**src/design/bcs_cfg.svh**
```systemverilog
// Constants for the bridge command and status register bank.
// Assumes a plain register port with read data one cycle after the strobe.
`ifndef BCS_CFG_SVH
`define BCS_CFG_SVH

`define BCS_ADDR_W        12
`define BCS_OFF_CSR       12'h004
`define BCS_OFF_IRQ_STAT  12'h200
`define BCS_OFF_IRQ_CLR   12'h204
`define BCS_OFF_IRQ_EN    12'h208

`define BCS_BIT_DPE       31
`define BCS_BIT_SSERR     30
`define BCS_BIT_RUR       29
`define BCS_BIT_RCA       28
`define BCS_BIT_SCA       27
`define BCS_BIT_MPE       24
`define BCS_BIT_CAPL      20
`define BCS_BIT_SYS_ERR_EN 8
`define BCS_BIT_PAR_RESP  6

`define BCS_CSR_RESET     32'h0010_0000
`define BCS_CMD_WMASK     16'h0157
`define BCS_NUM_EVT       6

`endif

```
**src/design/bcs_pkg.sv**
```systemverilog
// Types for the bridge command and status register bank.
// Assumes the cfg header is included by the design file.
package bcs_pkg;

  // Error flags, one per error bit of the status word; eight event sources feed six flags
  typedef struct packed {
    logic detected_poison_flag;
    logic signaled_system_error_flag;
    logic received_unsupported_flag;
    logic received_abort_flag;
    logic signaled_abort_flag;
    logic master_parity_error_flag;
  } bcs_flags_s;

  // Event pulses from the link logic
  typedef struct packed {
    logic poison_rx;
    logic bad_ecrc_rx;
    logic err_msg_tx;
    logic ur_cpl_rx;
    logic ca_cpl_rx;
    logic ca_cpl_tx;
    logic poison_cpl_rx;
    logic poison_wr_tx;
  } bcs_evt_s;

  // Register bus request
  typedef struct packed {
    logic [11:0] addr;
    logic [31:0] wdata;
    logic        wr;
    logic        rd;
  } bcs_req_s;

  // Whole state of the bank
  typedef struct packed {
    logic [15:0] command;
    bcs_flags_s  flags;
    bcs_flags_s  irq_stat;
    bcs_flags_s  irq_en;
    logic [31:0] rdata;
    logic        irq;
    logic        sys_err_en;
    logic        par_resp_en;
  } bcs_state_s;

endpackage

```
**src/design/bcs_regs.sv**
```systemverilog
// Command and status register bank of the bridge, with error flags and interrupt.
// Assumes event inputs are one-cycle pulses synchronous to ref_clk_i.
//
// The implementer's own choice: the strobed register port.
`timescale 1ns/1ps
`include "bcs_cfg.svh"

module bcs_regs (
  input  wire logic              ref_clk_i,
  input  wire logic              reset_i,
  input  wire bcs_pkg::bcs_req_s req_i,
  input  wire bcs_pkg::bcs_evt_s evt_i,
  output logic [31:0]            rdata_o,
  output logic                   irq_o,
  output logic                   sys_err_en_o,
  output logic                   par_resp_en_o
);

  // Packs flags into their status-word positions
  function automatic logic [31:0] csr_word(input bcs_pkg::bcs_flags_s f, input logic [15:0] cmd);
    logic [31:0] w;
    w = 32'h0000_0000;
    w[`BCS_BIT_DPE]   = f.detected_poison_flag;
    w[`BCS_BIT_SSERR] = f.signaled_system_error_flag;
    w[`BCS_BIT_RUR]   = f.received_unsupported_flag;
    w[`BCS_BIT_RCA]   = f.received_abort_flag;
    w[`BCS_BIT_SCA]   = f.signaled_abort_flag;
    w[`BCS_BIT_MPE]   = f.master_parity_error_flag;
    w[`BCS_BIT_CAPL]  = 1'b1;
    w[15:0]           = cmd;   // bits 26:25,23,22,21,19,18:11 stay zero
    return w;
  endfunction

  // Extracts flag positions from a written word
  function automatic bcs_pkg::bcs_flags_s word_flags(input logic [31:0] w);
    bcs_pkg::bcs_flags_s f;
    f.detected_poison_flag       = w[`BCS_BIT_DPE];
    f.signaled_system_error_flag = w[`BCS_BIT_SSERR];
    f.received_unsupported_flag  = w[`BCS_BIT_RUR];
    f.received_abort_flag        = w[`BCS_BIT_RCA];
    f.signaled_abort_flag        = w[`BCS_BIT_SCA];
    f.master_parity_error_flag   = w[`BCS_BIT_MPE];
    return f;
  endfunction

  // Flags as a low-aligned vector for the interrupt registers
  function automatic logic [31:0] low_word(input bcs_pkg::bcs_flags_s f);
    return {26'h000_0000, f};
  endfunction

  bcs_pkg::bcs_state_s state_q;
  bcs_pkg::bcs_state_s state_d;
  bcs_pkg::bcs_flags_s set_v;
  bcs_pkg::bcs_flags_s clr_csr_v;
  bcs_pkg::bcs_flags_s clr_irq_v;
  logic                wr_csr;
  logic                wr_iclr;
  logic                wr_ien;

  // Address decode of writes
  assign wr_csr  = req_i.wr && (req_i.addr == `BCS_OFF_CSR);
  assign wr_iclr = req_i.wr && (req_i.addr == `BCS_OFF_IRQ_CLR);
  assign wr_ien  = req_i.wr && (req_i.addr == `BCS_OFF_IRQ_EN);

  // Event qualification per flag
  always_comb begin
    set_v.detected_poison_flag       = evt_i.poison_rx | evt_i.bad_ecrc_rx;
    set_v.signaled_system_error_flag = evt_i.err_msg_tx & state_q.command[`BCS_BIT_SYS_ERR_EN];
    set_v.received_unsupported_flag  = evt_i.ur_cpl_rx;
    set_v.received_abort_flag        = evt_i.ca_cpl_rx;
    set_v.signaled_abort_flag        = evt_i.ca_cpl_tx;
    set_v.master_parity_error_flag   = (evt_i.poison_cpl_rx | evt_i.poison_wr_tx)
                                       & state_q.command[`BCS_BIT_PAR_RESP];
  end

  // Write-one-to-clear masks
  assign clr_csr_v = wr_csr  ? word_flags(req_i.wdata) : '0;
  assign clr_irq_v = wr_iclr ? bcs_pkg::bcs_flags_s'(req_i.wdata[`BCS_NUM_EVT-1:0]) : '0;

  // Next-state computation
  always_comb begin
    state_d = state_q;
    if (wr_csr) begin
      state_d.command = req_i.wdata[15:0] & `BCS_CMD_WMASK;  // constant bits ignored
    end
    state_d.flags    = (state_q.flags & ~clr_csr_v) | set_v;       // set wins
    state_d.irq_stat = (state_q.irq_stat & ~clr_irq_v) | set_v;    // set wins over clear
    if (wr_ien) begin
      state_d.irq_en = bcs_pkg::bcs_flags_s'(req_i.wdata[`BCS_NUM_EVT-1:0]);
    end
    state_d.irq     = |(state_d.irq_stat & state_d.irq_en);
    state_d.sys_err_en  = state_d.command[`BCS_BIT_SYS_ERR_EN];
    state_d.par_resp_en = state_d.command[`BCS_BIT_PAR_RESP];
    state_d.rdata   = 32'h0000_0000;
    if (req_i.rd) begin
      unique case (req_i.addr)
        `BCS_OFF_CSR:      state_d.rdata = csr_word(state_q.flags, state_q.command);
        `BCS_OFF_IRQ_STAT: state_d.rdata = low_word(state_q.irq_stat);
        `BCS_OFF_IRQ_EN:   state_d.rdata = low_word(state_q.irq_en);
        default:           state_d.rdata = 32'h0000_0000;  // Unmapped and write-only read zero
      endcase
    end
  end

  // State register
  always_ff @(posedge ref_clk_i) begin
    if (reset_i) begin
      state_q <= '0;
    end else begin
      state_q <= state_d;
    end
  end

  assign rdata_o   = state_q.rdata;
  assign irq_o     = state_q.irq;
  assign sys_err_en_o  = state_q.sys_err_en;
  assign par_resp_en_o = state_q.par_resp_en;
endmodule // bcs_regs

```
**config.mk**
```make
export PLATFORM = sky130hd
export DESIGN_NAME = bcs_regs
export DESIGN_NICKNAME = d
export VERILOG_FILES = /design/src/design/bcs_pkg.sv /design/src/design/bcs_regs.sv
export VERILOG_INCLUDE_DIRS = /design/src /design/src/design
export SDC_FILE = /design/constraint.sdc
export NUM_CORES = 1
export LEC_CHECK = 0
export ABC_AREA = 1
export BUFFER_PORTS_ARGS = -buffer_cell sky130_fd_sc_hd__clkbuf_2
export CORE_MARGIN = 5
export CORE_UTILIZATION = 47
export DETAILED_ROUTE_END_ITERATION = 7
export PLACE_DENSITY = 0.9
export SETUP_SLACK_MARGIN = 0.05
export SLEW_MARGIN = 0
export SYNTH_ARGS = -nofsm -noshare
export SYNTH_HDL_FRONTEND = slang
export SYNTH_SLANG_ARGS = --single-unit
```
**constraint.sdc**
```tcl
create_clock -name ref_clk_i -period 1.2 [get_ports ref_clk_i]
set_input_delay 0 -clock ref_clk_i [delete_from_list [all_inputs] [get_ports ref_clk_i]]
set_output_delay 0 -clock ref_clk_i [all_outputs]
set_load 0.1 [all_outputs]
```
Word level (Yosys, flattened, before mapping)
Cells that the tools add are included.

word-level totals
  word-level logic and storage cells = 50
  register bits after elaboration = 59
  output and inout port bits = 35

cells by class
  multiplexer cells = 5
  bitwise operators = 12
  eq/ne operators = 4
  reductions and logical operators = 5

operator list
  operator                                                                 count
  32-bit case mux with 3 select lines                                      1
  12-bit by 10-bit equality test with 1-bit output, second input constant  3
  6-bit bitwise AND                                                        3
  6-bit two-way mux                                                        3
  12-bit by 3-bit equality test with 1-bit output, second input constant   1
  6-bit NOT                                                                2
  6-bit bitwise OR                                                         2
  9-bit two-way mux                                                        1
  6-bit OR reduction                                                       1
  1-bit logical AND                                                        3
  1-bit bitwise AND                                                        2
  1-bit bitwise OR                                                         2
  2-bit OR reduction                                                       1
  1-bit NOT                                                                1

Logic depth before layout (Yosys ltp)
  depth in word-level cells = 8
  depth in mapped cells = 11
  depth with buffers taken out = 11

Worst setup path after synthesis
No wires, ideal clock.

  kind = register -> register
  start point = register state_q[59] (netlist bit)
  end point = register state_q, in the netlist irq_o
  buffers on the path = 0
  clock period less this slack = 1.658 ns
  library setup time = 0.071 ns
  path slack = -0.458 ns
  cell stages (with the launch flop) = 7
  data arrival time = 1.587 ns
  path through = dfxtp_1 > o21ai_0 > nand2_1 > nand2_1 > nand2_1 > nor2_1 > a21oi_1

on the way
  cells in the longest elaborated chain, start to end = 4

ends and longest elaborated chain
  item                    RTL line         text
  start, declared         bcs_regs.sv:51   bcs_pkg::bcs_state_s state_q;
  start signal, assigned  bcs_regs.sv:110  state_q <= state_d;
  1-bit bitwise AND       bcs_regs.sv:72   set_v.master_parity_error_flag = (evt_i.poison_cpl_rx | evt_i.poison_wr_tx)
  6-bit bitwise OR        bcs_regs.sv:87   state_d.irq_stat = (state_q.irq_stat & ~clr_irq_v) | set_v;
  6-bit bitwise AND       bcs_regs.sv:91   state_d.irq = |(state_d.irq_stat & state_d.irq_en);
  6-bit OR reduction      bcs_regs.sv:91

Every way passes these cells.
A chain may end at the register's enable or synchronous reset.

==> impl_metrics.py <==
metrics = {
    "layout": {
        "drive_gt1_share_pct": 32.9,
        "diodes": 0,
        "final_common_cell": "nand2_1",
        "synthToLayoutAreaGrowth_pct": 20.8,
        "mostFrequentLayoutCells": "57 x nand2_1, 53 x clkbuf_2, 38 x dfxtp_1",
        "fin_nets": 374,
        "design_area_um2": 2440,
    },
    "synthesis": {
        "yosysSeqAreaShare_pct": 39.6,
        "yosys_most_used_dff": "dfxtp_1",
        "synth.largest_area_cell": "dfxtp_1",
        "synth_edf_count": 0,
        "ys_ff_latch": 40,
        "synth_area_um2": 2020,
        "synth_area_per_cell_um2": 7.97,
        "ys_types": 30,
        "synthTopCellsByArea": "dfxtp_1 40%, buf_4 12%, nand2_1 11%, inv_1 6.1%, a21oi_1 4.0%",
        "yosys.area.top_type_share_pct": 39.6,
        "synthesis.instances": 254,
        "synth_top_family_by_area": "simple AND/OR/NAND/NOR gates",
        "ys.warnings.count": 0,
        "async_flop_share_pct": 0,
        "synth-simple-area-share_pct": 27.3,
        "synth_xor_area_share_pct": 0,
        "synth-compound-area-share_pct": 12.9,
        "synthAdderAreaFrac_pct": 0,
        "muxShareOfSynthArea_pct": 0,
    },
    "floorplanning": {
        "dieHeight_um": 75.6,
        "core_area_um2": 4090,
        "dieArea_um2": 5720,
        "fp.dieW_um": 75.6,
        "start_util_pct": 49.5,
        "rows": 23,
        "ioPinCount": 91,
    },
    "worst_setup_path": {
        "start_kind": "register",
        "r2r_slack_ps": 170,
        "rr_startpoint": "state_q[59]",
        "startpoint": "state_q[59]",
        "end_kind": "output port",
        "cp_cell_sequence": "clkbuf_2",
        "arrival_ps": 1090,
        "worstPathRequired_ps": 1200,
        "worst-setup-path-type": "register to output port",
        "r2r-end": "irq_o",
        "cp_slowest_stage_delay_ps": 440,
        "critPathTopFamily": "buffers and inverters",
        "critPathMaxFanout": 3,
        "path_buf_inv": 1,
        "cp_slowest_cell": "clkbuf_2",
        "worst_r2r_path_depth": 6,
    },
    "route": {
        "vias_per_cell": 4.85,
        "vias": 1789,
        "wl_um": 4710,
        "postRouteAntennaNets": 0,
        "wire_per_inst_um": 12.8,
        "drc": 0,
        "drt_pass1_iterations": 4,
        "initialDrtViolationCount": 182,
    },
    "power_and_ir_drop": {
        "p_comb_share_pct": 16.8,
        "power.share.clock_pct": 32.6,
        "p_seq_share_pct": 50.6,
        "cellPowerDensity_nw_per_um2": 1090,
        "p_int_mw": 1.84,
        "p_leak_nw": 1.26,
        "p_sw_uw": 831,
        "sw_frac_of_total_pct": 31.1,
        "ir_drop_v": 0.000769,
        "power_mw": 2.67,
    },
    "clocking": {
        "cts_tree": "done",
        "cts-root-buf": "clkbuf_8",
        "clock_sink_count": 40,
        "clockBufferDepth": 2,
        "cts_buffers": 5,
        "clock_latency_ps": 290,
        "clk_pin_slew_worst_paths_ps": 80,
        "htreeDepth": 2,
    },
    "sta": {
        "rsz0062_at_grt": "false",
        "slew_headroom_pct": 63.8,
        "finalHoldViolCount": 0,
        "fin_crit_sh_pct": 91.1,
        "skew_ps": 11.3,
        "slew_violations": 0,
        "finalSetupViolCount": 0,
        "fmax_ghz": 0.915,
        "tightest_slew_ps": 545,
        "finalCriticalPeriod_ps": 1090,
        "tns_ps": 0,
        "whs_ps": 6.38,
    },
    "place": {
        "dpl_cell_area_um2": 2270,
        "dpl.hpwl_um": 3560,
        "port_buffers": 55,
        "place_congestion": 0.966,
    },
    "min_path": {
        "worstHoldPathType": "input port to register",
        "whs_endpoint": "state_q[52]",
        "min_path_cells": 4,
        "hold_start": "req_i[33]",
    },
    "run": {
        "maxCapViolCount": 0,
    },
    "global_route": {
        "grt_pass1_wl_um": 7690,
        "gr-usage-all-layers_pct": 17.7,
        "antenna_found_initial": 0,
        "grt_pass1_vias": 1766,
        "grt_max_degree": 25,
        "grt.overflow.total": 0,
    },
    "outcome": {
        "status": "finished clean",
    },
}
-- worst max-delay path by stage --
stage / cells after the start / end / slack [ps]
after floorplan: 6 / irq_o / 110
after global placement: 9 / state_q[55] / -20
after detailed placement: 9 / state_q[53] / -70
after CTS: 1 / par_resp_en_o / 110
after global routing: 6 / irq_o / 60
final: 1 / par_resp_en_o / 110
-- cell type report --
cell class                 instances  area [um2]
fill                             361        1640
clock inverter                     3        18.8
inverter                          37         141
sequential                        40         808
clock buffer                       5        68.8
multi-input combinational        157         877
tap                               50        62.6
timing repair buffer              77         468
-- worst min-delay path, cell delays in order --
cell	delay, ps
clkbuf_2	90
nand2_1	50
nand2_1	50
a31oi_1	60
-- synthesized netlist by cell type (3+ instances only) --
cell type / count
nor2_4: 5
inv_2: 3
nand3_1: 11
nor2_1: 19
dfxtp_1: 40
inv_1: 33
buf_4: 32
o211ai_1: 4
nand4_1: 3
a21oi_1: 16
nand2_1: 57
a211oi_2: 5
-- sequential cells by signal, summed over array words and instances, names as in the netlist --
| signal | flops |
|---|---|
| state_q | 24 |
| rdata_o | 15 |
| irq_o | 1 |
-- stage by stage --
step,worst slack (ps),std cells,util (%)
final,107,369,59.8
after global routing,56.3,369,59.8
after CTS,108,369,59.8
after detailed placement,-71.5,352,55.5
after global placement,-24.2,352,55.5
after floorplan,111,270,-
-- what timing repair did --
action                    in CTS  in global routing
resized for setup              0                  0
hold buffers                   9                  0
setup buffers                  0                  0
hold endpoints to repair       8                  0
-- power by group through the flow --
| stage | registers, mW | logic [mW] | clock network [mW] |
|---|---|---|---|
| 6_report | 1.35 | 0.448 | 0.872 |
| 5_1_grt | 1.35 | 0.474 | 0.940 |
| 4_1_cts | 1.35 | 0.445 | 0.872 |
| 3_5_place_dp | 1.38 | 0.420 | 0 |
| 3_3_place_gp | 1.38 | 0.415 | 0 |
| 2_1_floorplan | 1.38 | 0.361 | 0 |
-- logic make-up after synthesis --
group,Yosys count
AOI/OAI and AO/OA,34
and+or+nand+nor,106
other,1
buffers and inverters,73
DFF,40
-- per-layer routing --
layer	vias up	part of all wire, %	GRT usage [%]
met5	-	0	0
met4	0	1.3	5.63
met3	10	7.6	3.69
met2	79	54	33.0
met1	820	37	19.9
li1	880	-	-
No activity file was read; power rests on OpenSTA's default activity.
